**config.mk**
```make
export PLATFORM = sky130hd
export DESIGN_NAME = rtcc_top
export DESIGN_NICKNAME = d
export VERILOG_FILES = /design/src/logic/rtcc_pkg.sv /design/src/logic/rtcc_count_core.sv /design/src/logic/rtcc_top.sv
export SDC_FILE = /design/constraint.sdc
export NUM_CORES = 1
export LEC_CHECK = 0
export ABC_AREA = 1
export BUFFER_PORTS_ARGS = -buffer_cell sky130_fd_sc_hd__buf_2
export CORE_UTILIZATION = 45
export CTS_BUF_LIST = sky130_fd_sc_hd__clkbuf_4 sky130_fd_sc_hd__clkbuf_8 sky130_fd_sc_hd__clkbuf_16
export DETAILED_ROUTE_END_ITERATION = 10
export PLACE_DENSITY = 0.79
export SKIP_LAST_GASP = 1
export SYNTH_ARGS = -nofsm -noshare
export SYNTH_HDL_FRONTEND = slang
export SYNTH_HIERARCHICAL = 1
export SYNTH_SLANG_ARGS = --single-unit
```
**constraint.sdc**
```tcl
create_clock -name sys_clk -period 2.2 [get_ports sys_clk]
set_input_delay 0.22 -clock sys_clk [delete_from_list [all_inputs] [get_ports sys_clk]]
set_output_delay 0.22 -clock sys_clk [all_outputs]
set_load 0.01 [all_outputs]
```
**src/logic/rtcc_pkg.sv**
```systemverilog
`default_nettype none
package rtcc_pkg;
  // bus geometry
  localparam int unsigned ADDR_W = 10;
  localparam int unsigned DATA_W = 32;
  localparam int unsigned BE_W = 4;
  localparam int unsigned IDX_LSB = 2;
  localparam int unsigned IDX_W = 8;

  // register indices; byte address is four times the index
  localparam logic [IDX_W-1:0] IDX_CONTROL = 8'h00;
  localparam logic [IDX_W-1:0] IDX_STATUS = 8'h0a;
  localparam logic [IDX_W-1:0] IDX_DEBUG = 8'h0b;
  localparam logic [IDX_W-1:0] IDX_COUNT = 8'h10;
  localparam logic [IDX_W-1:0] IDX_COMPARE = 8'h18;

  // control field positions
  localparam int unsigned CTRL_SOFT_RESET_BIT = 0;
  localparam int unsigned CTRL_ENABLE_BIT = 1;
  localparam int unsigned CTRL_MODE_LSB = 2;
  localparam int unsigned CTRL_MODE_W = 2;
  localparam int unsigned CTRL_COC_BIT = 7;
  localparam int unsigned CTRL_PRESC_LSB = 8;
  localparam int unsigned CTRL_PRESC_W = 4;
  localparam int unsigned CTRL_W = 16;
  localparam int unsigned STATUS_BUSY_BIT = 7;
  localparam int unsigned DEBUG_RUN_BIT = 0;

  // reset values
  localparam logic [CTRL_W-1:0] CTRL_RESET = 16'h0000;
  localparam logic [DATA_W-1:0] COMPARE_RESET = 32'h0000_0000;
  localparam logic [DATA_W-1:0] COUNT_RESET = 32'h0000_0000;

  // prescaler
  localparam int unsigned PRESC_CNT_W = 10;
  localparam logic [CTRL_PRESC_W-1:0] PRESC_MAX = 4'ha;

  // synchronisation delay into the count domain
  localparam int unsigned CLK_PERIOD_NS = 20;
  localparam int unsigned SYNC_TIME_NS = 100;
  localparam int unsigned SYNC_CYCLES_INT = (SYNC_TIME_NS + CLK_PERIOD_NS - 1) / CLK_PERIOD_NS;
  localparam int unsigned SYNC_CNT_W = 4;
  localparam logic [SYNC_CNT_W-1:0] SYNC_LOAD = SYNC_CNT_W'(SYNC_CYCLES_INT - 1);

  typedef enum logic [1:0] {
    RTCC_WIDE_COUNTER_MODE = 2'h0,
    RTCC_NARROW_COUNTER_MODE = 2'h1,
    RTCC_CALENDAR_MODE = 2'h2,
    RTCC_RESERVED_MODE = 2'h3
  } rtcc_mode_e;

  typedef enum logic [1:0] {
    RTCC_SYNC_IDLE = 2'b00,
    RTCC_SYNC_ENABLE = 2'b01,
    RTCC_SYNC_RESET = 2'b11
  } rtcc_sync_e;

  typedef struct packed {
    logic [CTRL_PRESC_W-1:0] prescaler;
    logic clear_on_compare;
    rtcc_mode_e mode;
    logic enable;
  } rtcc_ctrl_s;

  localparam rtcc_ctrl_s CTRL_FIELDS_RESET = '{
    prescaler: 4'h0, clear_on_compare: 1'b0, mode: RTCC_WIDE_COUNTER_MODE, enable: 1'b0};
endpackage
`default_nettype wire

```
**src/logic/rtcc_count_core.sv**
```systemverilog
`timescale 1ns/10ps
`default_nettype none
module rtcc_count_core
  import rtcc_pkg::*;
(
  input wire logic sys_clk,
  input wire logic srst,
  input wire logic clear,
  input wire logic run,
  input wire logic tick,
  input wire rtcc_mode_e mode,
  input wire logic clear_on_compare,
  input wire logic [DATA_W-1:0] compare,
  output logic [DATA_W-1:0] count,
  output logic match
);
  logic narrow;
  logic hit;
  logic [DATA_W-1:0] count_inc;

  // narrow mode only looks at the low half
  assign narrow = (mode == RTCC_NARROW_COUNTER_MODE);
  assign count_inc = count + 32'h0000_0001;
  assign hit = narrow ? (count[15:0] == compare[15:0]) : (count == compare);

  // counter itself; clear-on-compare ignored in narrow mode
  always_ff @(posedge sys_clk) begin
    if (srst || clear) begin
      count <= COUNT_RESET;
    end else if (run && tick) begin
      if (narrow) begin
        count <= {16'h0000, count_inc[15:0]};
      end else if (clear_on_compare && hit) begin
        count <= COUNT_RESET;
      end else begin
        count <= count_inc;
      end
    end
  end

  // one-cycle pulse on each compare hit
  always_ff @(posedge sys_clk) begin
    if (srst || clear) begin
      match <= 1'b0;
    end else begin
      match <= run && tick && hit;
    end
  end
endmodule
`default_nettype wire

```
**src/logic/rtcc_top.sv**
```systemverilog
`timescale 1ns/10ps
`default_nettype none
module rtcc_top
  import rtcc_pkg::*;
(
  input wire logic sys_clk,
  input wire logic srst,
  input wire logic [ADDR_W-1:0] avs_address,
  input wire logic avs_read,
  input wire logic avs_write,
  input wire logic [BE_W-1:0] avs_byteenable,
  input wire logic [DATA_W-1:0] avs_writedata,
  output logic [DATA_W-1:0] avs_readdata,
  output logic avs_waitrequest,
  input wire logic peripheral_access_guard_lock,
  input wire logic counter_source_clock,
  input wire logic debug_halt,
  output logic [DATA_W-1:0] count_value,
  output logic compare_match,
  output logic divided_count_clock
);
  // lane merge used by the compare register and the soft reset decode
  function automatic logic [DATA_W-1:0] merge_lanes(input logic [DATA_W-1:0] old_val,
                                                   input logic [DATA_W-1:0] new_val,
                                                   input logic [BE_W-1:0] be);
    logic [DATA_W-1:0] res;
    res = old_val;
    for (int i = 0; i < BE_W; i++) begin
      if (be[i]) begin
        res[i*8 +: 8] = new_val[i*8 +: 8];
      end
    end
    return res;
  endfunction

  // mask of low prescaler bits; reserved codes saturate at the top divide
  function automatic logic [PRESC_CNT_W-1:0] presc_mask(input logic [CTRL_PRESC_W-1:0] p);
    logic [CTRL_PRESC_W-1:0] q;
    logic [PRESC_CNT_W:0] one_hot;
    q = (p > PRESC_MAX) ? PRESC_MAX : p;
    one_hot = (PRESC_CNT_W+1)'(1) << q;
    return PRESC_CNT_W'(one_hot - (PRESC_CNT_W+1)'(1));
  endfunction

  rtcc_ctrl_s ctrl;
  rtcc_sync_e sync_state;
  logic [SYNC_CNT_W-1:0] sync_cnt;
  logic enable_applied;
  logic soft_reset_pending;
  logic soft_clear;
  logic debug_run;
  logic [DATA_W-1:0] compare_reg;
  logic ack;
  logic req;
  logic take;
  logic [IDX_W-1:0] idx;
  logic [DATA_W-1:0] wdata_merged;
  logic ctrl_wr;
  logic compare_wr;
  logic debug_wr;
  logic soft_reset_req;
  logic enable_wr;
  logic sync_done;
  logic src_s1;
  logic src_s2;
  logic src_s3;
  logic src_level;
  logic src_rise;
  logic [PRESC_CNT_W-1:0] presc_cnt;
  logic presc_tick;
  logic [CTRL_W-1:0] ctrl_read;
  logic coc_read;
  logic counter_run;
  logic [DATA_W-1:0] core_count;
  logic core_match;
  logic sync_busy_flag;

  // bus slave: one wait cycle, then the taking edge
  assign req = avs_read || avs_write;
  assign avs_waitrequest = req && !ack;
  assign take = req && ack;
  assign idx = avs_address[IDX_LSB +: IDX_W];
  assign wdata_merged = merge_lanes(32'h0000_0000, avs_writedata, avs_byteenable);

  always_ff @(posedge sys_clk) begin
    if (srst) begin
      ack <= 1'b0;
    end else begin
      ack <= req && !ack;
    end
  end

  // write decode; control and compare sit behind the guard
  assign ctrl_wr = take && avs_write && (idx == IDX_CONTROL) &&
                   !peripheral_access_guard_lock && (avs_byteenable[1:0] != 2'b00);
  assign compare_wr = take && avs_write && (idx == IDX_COMPARE) &&
                      !peripheral_access_guard_lock;
  assign debug_wr = take && avs_write && (idx == IDX_DEBUG) && avs_byteenable[0];
  // only a one in an enabled reset lane starts a soft reset; idle lanes merge as zero
  assign soft_reset_req = ctrl_wr && wdata_merged[CTRL_SOFT_RESET_BIT];
  // enable lane written without a reset in the same access
  assign enable_wr = ctrl_wr && avs_byteenable[0] && !soft_reset_req &&
                     (sync_state != RTCC_SYNC_RESET);
  assign sync_done = (sync_state != RTCC_SYNC_IDLE) && (sync_cnt == '0);
  assign soft_clear = sync_done && (sync_state == RTCC_SYNC_RESET);

  // control fields; reset write takes precedence and discards the rest
  always_ff @(posedge sys_clk) begin
    if (srst || soft_clear) begin
      ctrl <= CTRL_FIELDS_RESET;
    end else if (ctrl_wr && !soft_reset_req && (sync_state != RTCC_SYNC_RESET)) begin
      if (avs_byteenable[1]) begin
        ctrl.prescaler <= avs_writedata[CTRL_PRESC_LSB +: CTRL_PRESC_W];
      end
      if (avs_byteenable[0]) begin
        ctrl.mode <= rtcc_mode_e'(avs_writedata[CTRL_MODE_LSB +: CTRL_MODE_W]);
        ctrl.enable <= avs_writedata[CTRL_ENABLE_BIT];
        if (!ctrl.enable) begin
          ctrl.clear_on_compare <= avs_writedata[CTRL_COC_BIT];
        end
      end
    end
  end

  // synchroniser model: enable and reset land after a fixed delay
  always_ff @(posedge sys_clk) begin
    if (srst) begin
      sync_state <= RTCC_SYNC_IDLE;
      sync_cnt <= '0;
    end else if (soft_reset_req) begin
      sync_state <= RTCC_SYNC_RESET;
      sync_cnt <= SYNC_LOAD;
    end else if (enable_wr) begin
      // a new write restarts the transfer, so busy is never lost
      sync_state <= RTCC_SYNC_ENABLE;
      sync_cnt <= SYNC_LOAD;
    end else begin
      case (sync_state)
        RTCC_SYNC_ENABLE, RTCC_SYNC_RESET: begin
          if (sync_done) begin
            sync_state <= RTCC_SYNC_IDLE;
          end else begin
            sync_cnt <= sync_cnt - SYNC_CNT_W'(1);
          end
        end
        RTCC_SYNC_IDLE: begin
          sync_cnt <= '0;
        end
        default: begin
          // unused code, never reached on the usual path
          sync_state <= RTCC_SYNC_IDLE;
          sync_cnt <= '0;
        end
      endcase
    end
  end

  // applied enable only moves when the transfer completes
  always_ff @(posedge sys_clk) begin
    if (srst || soft_clear) begin
      enable_applied <= 1'b0;
    end else if (sync_done && (sync_state == RTCC_SYNC_ENABLE) && !enable_wr) begin
      enable_applied <= ctrl.enable;
    end
  end

  // reset bit reads one until the synchronised reset is over
  always_ff @(posedge sys_clk) begin
    if (srst) begin
      soft_reset_pending <= 1'b0;
    end else if (soft_reset_req) begin
      soft_reset_pending <= 1'b1;
    end else if (soft_clear) begin
      soft_reset_pending <= 1'b0;
    end
  end
  assign sync_busy_flag = (sync_state != RTCC_SYNC_IDLE);

  // compare value, written lane by lane
  always_ff @(posedge sys_clk) begin
    if (srst || soft_clear) begin
      compare_reg <= COMPARE_RESET;
    end else if (compare_wr) begin
      compare_reg <= merge_lanes(compare_reg, avs_writedata, avs_byteenable);
    end
  end

  // debug control survives a soft reset by design
  always_ff @(posedge sys_clk) begin
    if (srst) begin
      debug_run <= 1'b0;
    end else if (debug_wr) begin
      debug_run <= avs_writedata[DEBUG_RUN_BIT];
    end
  end

  // source clock is a pin: three stages, edge once stages two and three agree
  always_ff @(posedge sys_clk) begin
    if (srst) begin
      src_s1 <= 1'b0;
      src_s2 <= 1'b0;
      src_s3 <= 1'b0;
      src_level <= 1'b0;
    end else begin
      src_s1 <= counter_source_clock;
      src_s2 <= src_s1;
      src_s3 <= src_s2;
      if ((src_s2 == src_s3) && (src_s3 != src_level)) begin
        src_level <= src_s3;
      end
    end
  end
  assign src_rise = (src_s2 == src_s3) && src_s3 && !src_level;

  // prescaler: source rate must stay well under a quarter of sys_clk
  always_ff @(posedge sys_clk) begin
    if (srst || soft_clear || !counter_run) begin
      presc_cnt <= '0;
    end else if (src_rise) begin
      presc_cnt <= presc_cnt + PRESC_CNT_W'(1);
    end
  end
  assign presc_tick = src_rise &&
                      ((presc_cnt & presc_mask(ctrl.prescaler)) ==
                       presc_mask(ctrl.prescaler));

  // divided clock as a registered one-cycle strobe
  always_ff @(posedge sys_clk) begin
    if (srst) begin
      divided_count_clock <= 1'b0;
    end else begin
      divided_count_clock <= presc_tick && counter_run;
    end
  end

  // halted by debug unless told to keep running
  assign counter_run = enable_applied && (!debug_halt || debug_run);

  rtcc_count_core u_core (
    .sys_clk(sys_clk),
    .srst(srst),
    .clear(soft_clear),
    .run(counter_run),
    .tick(presc_tick),
    .mode(ctrl.mode),
    .clear_on_compare(ctrl.clear_on_compare),
    .compare(compare_reg),
    .count(core_count),
    .match(core_match)
  );
  assign count_value = core_count;
  assign compare_match = core_match;

  // control read image; reserved bits forced low
  assign coc_read = (ctrl.mode == RTCC_NARROW_COUNTER_MODE) ? 1'b0 :
                    ctrl.clear_on_compare;
  always_comb begin
    ctrl_read = CTRL_RESET;
    ctrl_read[CTRL_PRESC_LSB +: CTRL_PRESC_W] = ctrl.prescaler;
    ctrl_read[CTRL_COC_BIT] = coc_read;
    ctrl_read[CTRL_MODE_LSB +: CTRL_MODE_W] = ctrl.mode;
    ctrl_read[CTRL_ENABLE_BIT] = ctrl.enable;
    ctrl_read[CTRL_SOFT_RESET_BIT] = soft_reset_pending;
  end

  // read data captured in the wait cycle, held afterwards
  always_ff @(posedge sys_clk) begin
    if (srst) begin
      avs_readdata <= '0;
    end else if (avs_read && !ack) begin
      case (idx)
        IDX_CONTROL: avs_readdata <= {16'h0000, ctrl_read};
        IDX_STATUS: avs_readdata <= {24'h00_0000, sync_busy_flag, 7'h00};
        IDX_DEBUG: avs_readdata <= {31'h0000_0000, debug_run};
        IDX_COUNT: avs_readdata <= core_count;
        IDX_COMPARE: avs_readdata <= compare_reg;
        default: avs_readdata <= '0;
      endcase
    end
  end
endmodule
`default_nettype wire

```
# After elaboration in Yosys (flattened, before gate mapping)
# Index checks and enable logic that the tools add are counted.
[totals] regBits=130 word_cells=122 output_inout_bits=67 input_bits=53
[op_classes] n_bitwise=3 n_reduce_logical=56 muxes=17 n_eq_ne=16 order_cmp=1 n_shift=1 add_sub_neg=4
[ops] cell="32-bit case mux with 5 select lines" n=1
[ops] cell="32-bit 2-to-1 mux" n=2
[ops] cell="32-bit by 1-bit adder with 32-bit output, second input constant" n=1
[ops] cell="32-bit == test" n=1
[ops] cell="1-bit logical AND" n=29
[ops] cell="16-bit == test" n=1
[ops] cell="8-bit by 4-bit == test with 1-bit output, second input constant" n=2
[ops] cell="8-bit by 5-bit == test with 1-bit output, second input constant" n=2
[ops] cell="2-bit AND reduction" n=7
[ops] cell="3-bit 2-to-1 mux" n=4
[ops] cell="10-bit by 1-bit adder with 10-bit output, second input constant" n=1
[ops] cell="10-bit bitwise AND" n=1
[ops] cell="10-bit == test" n=1
[ops] cell="1-bit by 4-bit << shifter with 10-bit output, first input constant" n=1
[ops] cell="10-bit by 1-bit subtractor with 10-bit output, second input constant" n=1
[ops] cell="8-bit zero test" n=1
[ops] cell="4-bit inequality test, second input constant" n=2
[ops] cell="1-bit zero test" n=7
[ops] cell="2-bit 2-to-1 mux" n=3
[ops] cell="2-bit nonzero test" n=3
[ops] cell="1-bit 2-to-1 mux" n=5
[ops] cell="2-bit by 1-bit == test with 1-bit output, second input constant" n=2
[ops] cell="4-bit > comparator, second input constant" n=1
[ops] cell="4-bit zero test" n=1
[ops] cell="other kinds (14)" n=18

# Longest topological paths before layout
# Gate-level depths: netlist of the first run.
[depth] depth_word=12 mapped_depth=19 mapped_depth_nobuf=18

# By module
# The synthesis of the first run kept the hierarchy.
[modules_own_cells] mod="rtcc_top" seq_area_each_um2=1941.9 cells_each=644 area_per_inst_um2=4553.1 n_inst=1
[modules_own_cells] mod="rtcc_count_core" seq_area_each_um2=660.6 cells_each=476 area_per_inst_um2=2763.9 n_inst=1

# Worst setup path after synthesis of the first run
# OpenSTA, ideal clock, no wires.
[synth_timing] path_type="reg-to-reg" startpoint="register ctrl[6] (netlist bit)" endpoint="register u_core.count[29]" period_less_slack_ps=2420 t_required_ps=2129 path_slack_ps=-220 setup_time_ps=71 path_buffers=2 path_stages_with_launch=18 arrival_ps=2349 path_cell_list="dfxtp_1 -> clkbuf_2 -> nor2_1 -> nand3_1 -> ha_1 -> nor2_1 -> nor2_1 -> nand2_1 -> nor2_1 -> nand3_1 -> nor2_1 -> nand2_1 -> nor2_2 -> buf_2 -> nand2_1 -> nor2_1 -> nand2_1 -> a21oi_1"
[synth_between] elab_chain_cells=8
[synth_lines] item="start: declaration" line_no="rtcc_top.sv:45" text="rtcc_ctrl_s ctrl;"
[synth_lines] item="4-bit > comparator" line_no="rtcc_top.sv:40" text="q = (p > PRESC_MAX) ? PRESC_MAX : p;"
[synth_lines] item="4-bit 2-to-1 mux (*)" line_no="rtcc_top.sv:40"
[synth_lines] item="1-bit by 4-bit << shifter with 10-bit output (*)" line_no="rtcc_top.sv:41" text="one_hot = (PRESC_CNT_W+1)'(1) << q;"
[synth_lines] item="10-bit by 1-bit subtractor with 10-bit output (*)" line_no="rtcc_top.sv:42" text="return PRESC_CNT_W'(one_hot - (PRESC_CNT_W+1)'(1));"
[synth_lines] item="10-bit bitwise AND" line_no="rtcc_top.sv:224" text="((presc_cnt & presc_mask(ctrl.prescaler)) =="
[synth_lines] item="10-bit == test (*)" line_no="rtcc_top.sv:224"
[synth_lines] item="1-bit logical AND (*)" line_no="rtcc_top.sv:223" text="assign presc_tick = src_rise &&"
[synth_lines] item="net presc_tick" line_no="rtcc_top.sv:70" text="logic presc_tick;"
[synth_lines] item="1-bit logical AND (*)" line_no="rtcc_count_core.sv:30" text="end else if (run && tick) begin"
[synth_lines] item="end signal: assignment" line_no="rtcc_count_core.sv:32" text="count <= {16'h0000, count_inc[15:0]};"
[synth_lines] item="end signal: assignment" line_no="rtcc_count_core.sv:36" text="count <= count_inc;"
[synth_lines] item="end: declaration" line_no="rtcc_count_core.sv:14" text="output logic [DATA_W-1:0] count,"
# Mark *: on every way through the listed nets, which the timed path passes. The rest lies on a longest branch.
# A chain may end at the register's enable or synchronous reset.

# Worst setup path after layout of the first run
[layout_timing] startpoint="register ctrl[6] (netlist bit)" endpoint="register u_core.count[11]"
# Same word-level chain as after synthesis.

==> results.yml, run 1 <==
outcome:
  status: "finished with violations"
  violations: "design-rule violations, negative setup slack"
sta:
  rsz0062_at_grt: "true"
  setup_viol: 33
  fin_crit_ns: 2.35
  finalWorstSetupSlack_ns: -0.154
  finalHoldViolations: 0
  tightest_slew_ns: 0.523
  fin_skew_ns: 0.00745
  fin_crit_sh: 1.07
  clock.fmax_ghz: 0.425
  drv_slew: 0
  fin_hold_ws_ns: 0.0456
  slew_headroom: 0.651
yosys:
  yosys_warnings: 6
  synth-seq-cells: 130
  ys_types: 44
  synthFlopType: "dfxtp_1"
  synth_area_leaders: "dfxtp_1 (36%), nand2_1 (16%), inv_1 (8.1%)"
  netlist.top_cell.by_area: "dfxtp_1"
  synth-edff-count: 0
  ys_seq_area_frac: 0.356
  synth.avg_cell_area_sq_um: 6.53
  synth_nets: 1178
  ys_async_sr_fraction: 0
  synth_top_area_frac: 0.356
  synth_area_sq_um: 7320
  synthCells: 1120
floorplan:
  row_count: 46
  dieArea_sq_um: 16800
  die-height_um: 130
  dieWidth_um: 130
  core_area_sq_um: 15900
  initial_utilization: 0.461
  ios: 120
global_routing:
  grt-ovfl-total: 0
  antenna_found_initial: 1
  grt_max_degree: 39
  grt_usage: 0.263
  first_global_vias: 7028
  grt_first_pass_wirelength_mm: 34.3
clocking:
  cts_htree_levels: 4
  clockBufferDepth: 2
  numClockSinks: 130
  clk_latency_ns: 0.43
  path_clk_slew_ns: 0.06
  numCtsBuffers: 17
  cts_tree: "done"
  cts_root_buf: "clkbuf_16"
worst_setup_path:
  crit_slowest_cell: "dfxtp_4"
  critPathKind: "reg -> reg"
  arrival_ns: 2.68
  critPathLaunchType: "flip-flop"
  endpoint_kind: "flip-flop"
  critical_path_required_ns: 2.53
  critPathMaxFanout: 7
  crit_chain: "a21oi_4 > nand3_2 > ha_4 > nor2_2 > nor2_1 > nand2_1 > nor2_1 > nand3_1 > nor2_2 > nand2_4 > nor2_4 > buf_4 > nand4_4 > nand4_1 > inv_1"
  max_stage_delay_ns: 0.36
routing:
  first_iter_violations: 769
  drtPass1Iterations: 9
  drtAntennaViolNets: 0
  vias_per_cell: 5.23
  num_vias: 7857
  wire_per_inst_um: 14.4
  drcViolationCount: 1
  wl_mm: 21.7
placement:
  dp.cells: 1459
  dp_hpwl_mm: 15.5
  portBuffers: 117
  gp_congestion: 0.931
  placed_cell_area_sq_um: 8350
cells_and_area:
  syn2layout_area_growth_pct: 25.8
  final_area_sq_um: 9210
  fin_cells: 1503
  nets: 1331
  drive_gt1_frac: 0.233
  nFillCells: 1472
power_and_ir_drop:
  peakVddDrop_mv: 0.599
  power_leakage_uw: 0.00408
  p_per_area_nw_per_um2: 602
worst_hold_path:
  holdCritPathClass: "in -> reg"
run:
  drv_cap: 0
-- placed cells by master, fill, tap and decap left out, types with 4 or more instances in the layout --
master     netlist  final
nand2_1        314    309
nand3_2          5     11
nor3_1          16     14
xor2_1           8      8
nand4_1         15     15
nor4_1           4      4
nand3_1         64     57
o21ai_2         10     10
nand3_4          4      5
ha_1             5      4
a21oi_1         91     88
buf_6            6      5
nand2_2          8     12
dfxtp_1        130    127
nor3_4           1      4
clkbuf_16        0     17
buf_4            3     44
nor2_1         113    106
clkbuf_4         2      8
nand2_4          4      5
xnor2_1         19     19
buf_2            8    117
nor2_4           4      7
inv_2            7      8
nor2_2          15     19
o21ai_1          5      6
o21ai_0         64     63
inv_1          157    155
-- critical path: cells and delay by family, from the launching register on --
| kind | cells | cell delay [ns] |
|---|---|---|
| AOI/OAI and AO/OA | 1 | 0.19 |
| DFF | 1 | 0.36 |
| and+or+nand+nor | 11 | 1.25 |
| buffers and inverters | 2 | 0.18 |
| adders and majority gates | 1 | 0.27 |
-- layout make-up --
type | count | area, sq um | area share
Inverter | 165 | 632 | 0.0686
Multi-Input combinational cell | 789 | 4040 | 0.439
Tap cell | 216 | 270 | 0.0294
Antenna cell | 1 | 2.50 | 0.000272
Timing Repair Buffer | 170 | 1040 | 0.113
Sequential cell | 130 | 2610 | 0.283
Clock buffer | 27 | 513 | 0.0557
Clock inverter | 5 | 100 | 0.0109
-- power breakdown --
group	switching [uW]	leakage, uW	internal (uW)
clock	1030	0.000311	1940
sequential	3.93	0.00105	2360
combinational	141	0.00272	71.0
total	1170	0.00408	4370
-- synth_stat cells (3+ instances only) --
library cell / instances
ha_1: 5
inv_1: 157
nor2_2: 15
clkbuf_1: 15
nand4_1: 15
nand3_2: 5
o21ai_1: 5
buf_6: 6
dfxtp_1: 130
nand2_1: 314
xnor2_1: 19
nor2_4: 4
nand2_2: 8
nand3_4: 4
xor2_1: 8
nor4_1: 4
inv_2: 7
nor3_2: 3
nor3_1: 16
nand3_1: 64
buf_4: 3
o21ai_2: 10
o21ai_0: 64
nand2_4: 4
a21oi_1: 91
nor2_1: 113
buf_2: 8
-- per-stage QoR --
stage	power (uW)	utilization	worst slack, ns	TNS [ns]
3_3_place_gp	2620	0.526	-0.135	-1.89
4_1_cts	5550	0.574	-0.108	-1.84
2_1_floorplan	2520	-	0.0127	0
3_5_place_dp	2620	0.526	-0.212	-4.48
6_report	5540	0.580	-0.154	-2.99
5_1_grt	5680	0.580	-0.352	-8.78
-- kinds of logic after synthesis --
| group | after synthesis | share of synthesized area |
|---|---|---|
| adder cells (fa/ha/maj) | 5 | 0.00855 |
| AND/OR/NAND/NOR | 577 | 0.356 |
| XOR/XNOR | 27 | 0.0323 |
| flip-flops | 130 | 0.356 |
| buffers and inverters | 202 | 0.117 |
| AO/OA/AOI/OAI | 179 | 0.131 |
-- what timing repair did --
item,CTS,global route
endpoints found under the setup margin,32,33
pin swaps,6,8
hold buffers,1,0
buffers inserted,6,3
resized for setup,17,19
hold endpoints to repair,1,0
gates cloned,1,0
-- final timing paths --
kind / to / cells past startpoint / slack, ns / from
setup / recovery: u_core/count[11]$_SDFFE_PP0P_ / 15 / -0.15 / ctrl[6]$_SDFFE_PP0P_
hold / removal: compare_reg[12]$_SDFFE_PP0P_ / 3 / 0.05 / avs_writedata[12]
setup reg to reg: u_core/count[11]$_SDFFE_PP0P_ / 15 / -0.15 / ctrl[6]$_SDFFE_PP0P_
hold reg to reg: src_s2$_SDFF_PP0_ / 2 / 0.40 / src_s1$_SDFF_PP0_
-- routing by layer --
metal	part of all wire	up-vias	GRT usage
met4	0.033	0	0.123
met3	0.085	57	0.0611
met1	0.42	3582	0.339
met5	0	-	0
met2	0.46	359	0.417
li1	-	3859	-
(Power assumes the default switching activity.)
==> run 2: changes to the inputs <==
--- a/constraint.sdc
+++ b/constraint.sdc
@@ -3,2 +3,2 @@
 set_output_delay 0.22 -clock sys_clk [all_outputs]
-set_load 0.01 [all_outputs]
+set_load 0.005 [all_outputs]
==> results.yml, run 2 (same netlist as run 1, synthesis figures left out) <==
worst_setup_path:
  critPathLaunchType: "flip-flop"
  cpLargestDelayFamily: "simple AND/OR/NAND/NOR gates"
  max_stage_delay_ns: 0.36
  crit_slowest_cell: "dfxtp_4"
  arrival_ns: 2.71
  critPathMaxFanout: 8
  crit_chain: "a21oi_4 > nand3_1 > ha_1 > nor2_1 > nor2_1 > nand2_1 > nor2_2 > nand3_2 > nor2_4 > nand2_4 > nor2_4 > buf_6 > o21ai_0 > inv_1 > nand3_2 > a21oi_2"
  critPathKind: "reg -> reg"
  critical_path_required_ns: 2.56
  endpoint_kind: "flip-flop"
  path_buf_inv: 2
cells_and_area:
  syn2layout_area_growth_pct: 23.3
  nets: 1322
  final_common_cell: "nand2_1"
  layout_common_cells: "nand2_1 (313), inv_1 (155), dfxtp_1 (128)"
  drive_gt1_frac: 0.218
  final_core_utilization: 0.568
  fin_cells: 1494
floorplan:
  die-height_um: 130
  dieWidth_um: 130
  dieArea_sq_um: 16800
  initial_utilization: 0.461
  ios: 120
  core_area_sq_um: 15900
  row_count: 46
routing:
  wl_met3_mm: 1.71
  drtAntennaViolNets: 0
  wl_mm: 20.6
  vias_per_cell: 5.12
  wire_per_inst_um: 13.8
  drcViolationCount: 1
  routed.top_layer: "met4"
  met2_length_mm: 9.29
  drtPass1Iterations: 8
  first_iter_violations: 750
  met1Wirelength_mm: 9.15
  num_vias: 7649
sta:
  clock.fmax_ghz: 0.426
  finalHoldViolations: 0
  fin_skew_ns: 0.00911
  slew_headroom: 0.658
  setup_viol: 31
  drv_slew: 0
  tightest_slew_ns: 0.512
  rsz0062_at_grt: "true"
  tns_ns: -2.88
  finalWorstSetupSlack_ns: -0.146
  fin_hold_ws_ns: 0.0317
  fin_crit_ns: 2.35
  fin_crit_sh: 1.07
clocking:
  path_clk_slew_ns: 0.06
  clockBufferDepth: 2
  cts_htree_levels: 4
  numClockSinks: 130
  cts_tree: "done"
  clk_latency_ns: 0.43
  cts_root_buf: "clkbuf_16"
  numCtsBuffers: 17
placement:
  gp_congestion: 0.911
  pre_cts_slack_ns: -0.250
  dp_hpwl_mm: 15.2
  dp.cells: 1455
  portBuffers: 117
power_and_ir_drop:
  p_per_area_nw_per_um2: 613
  peakVddDrop_mv: 0.481
  power_leakage_uw: 0.00399
run:
  drv_cap: 0
outcome:
  violations: "design-rule violations, negative setup slack"
  status: "finished with violations"
worst_hold_path:
  holdCritPathClass: "in -> reg"
global_routing:
  grt_max_degree: 42
  antenna_found_initial: 1
  grt_first_pass_wirelength_mm: 32.9
  first_global_vias: 6630
  grt-ovfl-total: 0
  grt_usage: 0.254
[run 2: cell types whose count changed in the layout (fill, tap and decap cells not counted), moves of 3 or more]
| cell | before | now |
|---|---|---|
| buf_4 | 44 | 41 |
| buf_6 | 5 | 2 |
| clkbuf_4 | 8 | 3 |
| nand2_1 | 309 | 313 |
| nand2_2 | 12 | 8 |
| nand3_1 | 57 | 63 |
| nand3_2 | 11 | 6 |
| nor2_2 | 19 | 16 |
[run 2: path summary, 6_finish.rpt]
| check | startpoint | to | slack [ns] | cells past startpoint |
|---|---|---|---|---|
| min reg2reg | src_s1$_SDFF_PP0_ | src_s2$_SDFF_PP0_ | 0.41 | 2 |
| min | avs_writedata[12] | compare_reg[12]$_SDFFE_PP0P_ | 0.03 | 3 |
| max reg2reg | ctrl[6]$_SDFFE_PP0P_ | u_core/count[24]$_SDFFE_PP0P_ | -0.15 | 16 |
| max | ctrl[6]$_SDFFE_PP0P_ | u_core/count[24]$_SDFFE_PP0P_ | -0.15 | 16 |
[run 2: cell type report]
class,instances,area (sq um)
flip-flops and latches,130,2610
clock inverters,9,129
diodes,1,2.50
multi-input cells,788,3950
inverters,165,627
repair buffers,162,946
clock buffers,23,489
well taps,216,270
fillers,1527,6870
[run 2: per-layer routing]
metal  track usage  vias to the layer above
li1              -                     3832
met4        0.0896                        0
met5             0                        -
met2         0.394                      299
met3        0.0661                       32
met1         0.340                     3486
[run 2: worst min-delay path: cells and delay by family]
family | cells | cell delay [ns]
AOI/OAI and AO/OA | 1 | 0.06
buffers and inverters | 1 | 0.07
and+or+nand+nor | 1 | 0.07
[run 2: through the flow]
step | power [uW] | cell area (sq um)
after CTS | 5550 | 8930
after global placement | 2620 | 8280
after floorplan | 2520 | 7380
after detailed placement | 2620 | 8280
after global routing | 5680 | 9020
final | 5530 | 9020
[run 2: repair_timing]
item,CTS,global route
hold endpoints to repair,1,0
setup endpoints to repair,32,33
pin swaps,3,6
hold buffers,1,0
gates resized for setup,6,15
buffers inserted,1,5
[run 2: power breakdown]
part | internal (uW) | switching [uW]
Clock | 1900 | 1060
Sequential | 2360 | 3.90
Combinational | 70.7 | 135
==> run 3: changes to the inputs <==
- PLACE_DENSITY: 0.79 -> 0.76
- clock period: 2.2 -> 2.71 ns (I/O delays scaled with it)
==> results.yml, run 3 (same netlist as run 1, synthesis figures left out) <==
outcome:
  status: "finished, final reports clean"
worst_setup_path:
  critPathLaunchType: "flip-flop"
  critical_path_required_ns: 3.07
  critPathMaxFanout: 15
  r2r_setup_slack_ns: 0.22
  arrival_ns: 2.85
  endpoint_kind: "flip-flop"
  r2r_cells: 15
  crit_end: "u_core/count[10]$_SDFFE_PP0P_"
  timing.critical_path.from: "ctrl[7]$_SDFFE_PP0P_"
  critPathKind: "reg -> reg"
  r2r_end: "u_core/count[10]$_SDFFE_PP0P_"
  r2r_start: "ctrl[7]$_SDFFE_PP0P_"
cells_and_area:
  drive_gt1_frac: 0.191
  layout_common_cells: "nand2_1 (313), inv_1 (157), dfxtp_1 (130)"
  nets: 1295
  fin_cells: 1466
  syn2layout_area_growth_pct: 18.6
  final_common_cell: "nand2_1"
  num_antenna_cells: 0
clocking:
  cts_root_buf: "clkbuf_16"
  cts_hold_buf: 0
  path_clk_slew_ns: 0.06
  clockBufferDepth: 2
  cts_tree: "done"
  numClockSinks: 130
  clk_latency_ns: 0.42
  cts_htree_levels: 4
  numCtsBuffers: 17
sta:
  finalWorstSetupSlack_ns: 0.219
  finalHoldViolations: 0
  fin_crit_ns: 2.49
  clock.fmax_ghz: 0.401
  fin_skew_ns: 0.0161
  setup_viol: 0
  fin_crit_sh: 0.919
  tightest_slew_ns: 0.534
  drv_slew: 0
  slew_headroom: 0.640
  tns_ns: 0
routing:
  first_iter_violations: 486
  wl_mm: 19.7
  drtPass1Iterations: 5
  drcViolationCount: 0
  num_vias: 7437
  vias_per_cell: 5.07
  wire_per_inst_um: 13.4
  drtAntennaViolNets: 0
global_routing:
  grt_first_pass_wirelength_mm: 31.4
  use_met1: 0.297
  grt_max_degree: 43
  met3_usage: 0.0508
  antenna_found_initial: 0
  grt_usage: 0.238
  grt-busiest-layer: "met2"
  grt-ovfl-total: 0
  first_global_vias: 6488
  use_met2: 0.420
placement:
  dp_hpwl_mm: 14.5
  portBuffers: 117
  dp.cells: 1432
  gp_congestion: 0.868
  pre_cts_slack_ns: 0.122
floorplan:
  core_area_sq_um: 15900
  dieWidth_um: 130
  initial_utilization: 0.461
  die-height_um: 130
  row_count: 46
  ios: 120
  dieArea_sq_um: 16800
power_and_ir_drop:
  power_leakage_uw: 0.00380
  swShare: 0.233
  p_per_area_nw_per_um2: 494
  peakVddDrop_mv: 0.437
  total_power_uw: 4290
  p_clk_frac: 0.515
  p_seq_frac: 0.448
  switchingPower_uw: 1000
  intPower_uw: 3290
  p_comb_frac: 0.038
run:
  drv_cap: 0
worst_hold_path:
  holdCritPathClass: "in -> reg"
run 3: changes by cell type in the layout (fill, tap and decap cells not counted), sizes merged:
cell,before,now
buf,161,135
diode,1,0
dlygate4sd3,1,0
clkinvlp,2,6
bufinv,3,1
clkbuf,23,20
inv,165,166
run 3: what timing repair did:
item | 4_1_cts | 5_1_grt
endpoints found under the setup margin | 0 | 31
resized for setup | 0 | 7
endpoints found under the hold margin | 0 | 0
setup buffers | 0 | 2
run 3: power by group through the flow:
stage,combinational [uW],sequential (uW),clock [uW]
after global routing,177,1920,2320
final,161,1920,2210
after CTS,161,1920,2230
after detailed placement,160,1960,0
after floorplan,85.2,1960,0
after global placement,160,1960,0
run 3: cell type report:
class	instances	area [sq um]
Fill cell	1555	7210
Multi-Input combinational cell	788	3890
Sequential cell	130	2600
Timing Repair Buffer	135	721
Inverter	165	624
Clock buffer	20	460
Tap cell	216	270
Clock inverter	12	108
run 3: layer usage:
metal | vias up | wire [um] | share of wire
met5 | - | 0 | 0
met4 | 0 | 165 | 0.0084
met3 | 19 | 1120 | 0.057
met2 | 245 | 9650 | 0.49
met1 | 3402 | 8720 | 0.44
li1 | 3771 | - | -
run 3: stage by stage:
stage / util / area, sq um / hold slack [ns]
floorplan: - / 7320 / 0.378
global placement: 0.508 / 8060 / 0.390
detailed placement: 0.508 / 8060 / 0.407
CTS: 0.543 / 8630 / 0.0501
global route: 0.546 / 8670 / 0.0564
finish: 0.546 / 8670 / 0.0528
run 3: worst max-delay path, cell delays in order, from the launching register on:
cell	delay [ns]
dfxtp_1	0.37
a21oi_2	0.20
nand3_1	0.09
ha_1	0.29
nor2_1	0.04
nor2_1	0.12
nand2_1	0.07
nor2_1	0.10
nand3_1	0.10
nor2_2	0.16
nand2_4	0.13
buf_4	0.22
nor3_1	0.23
xor2_1	0.16
nand3_1	0.08
inv_1	0.06
run 3: worst min path at each step:
stage / from / end / slack, ns / cells past startpoint
floorplan: counter_source_clock / src_s1$_SDFF_PP0_ / 0.38 / 2
global placement: src_s1$_SDFF_PP0_ / src_s2$_SDFF_PP0_ / 0.39 / 2
detailed placement: src_s1$_SDFF_PP0_ / src_s2$_SDFF_PP0_ / 0.41 / 2
CTS: counter_source_clock / src_s1$_SDFF_PP0_ / 0.05 / 3
global route: counter_source_clock / src_s1$_SDFF_PP0_ / 0.06 / 3
finish: counter_source_clock / src_s1$_SDFF_PP0_ / 0.05 / 3
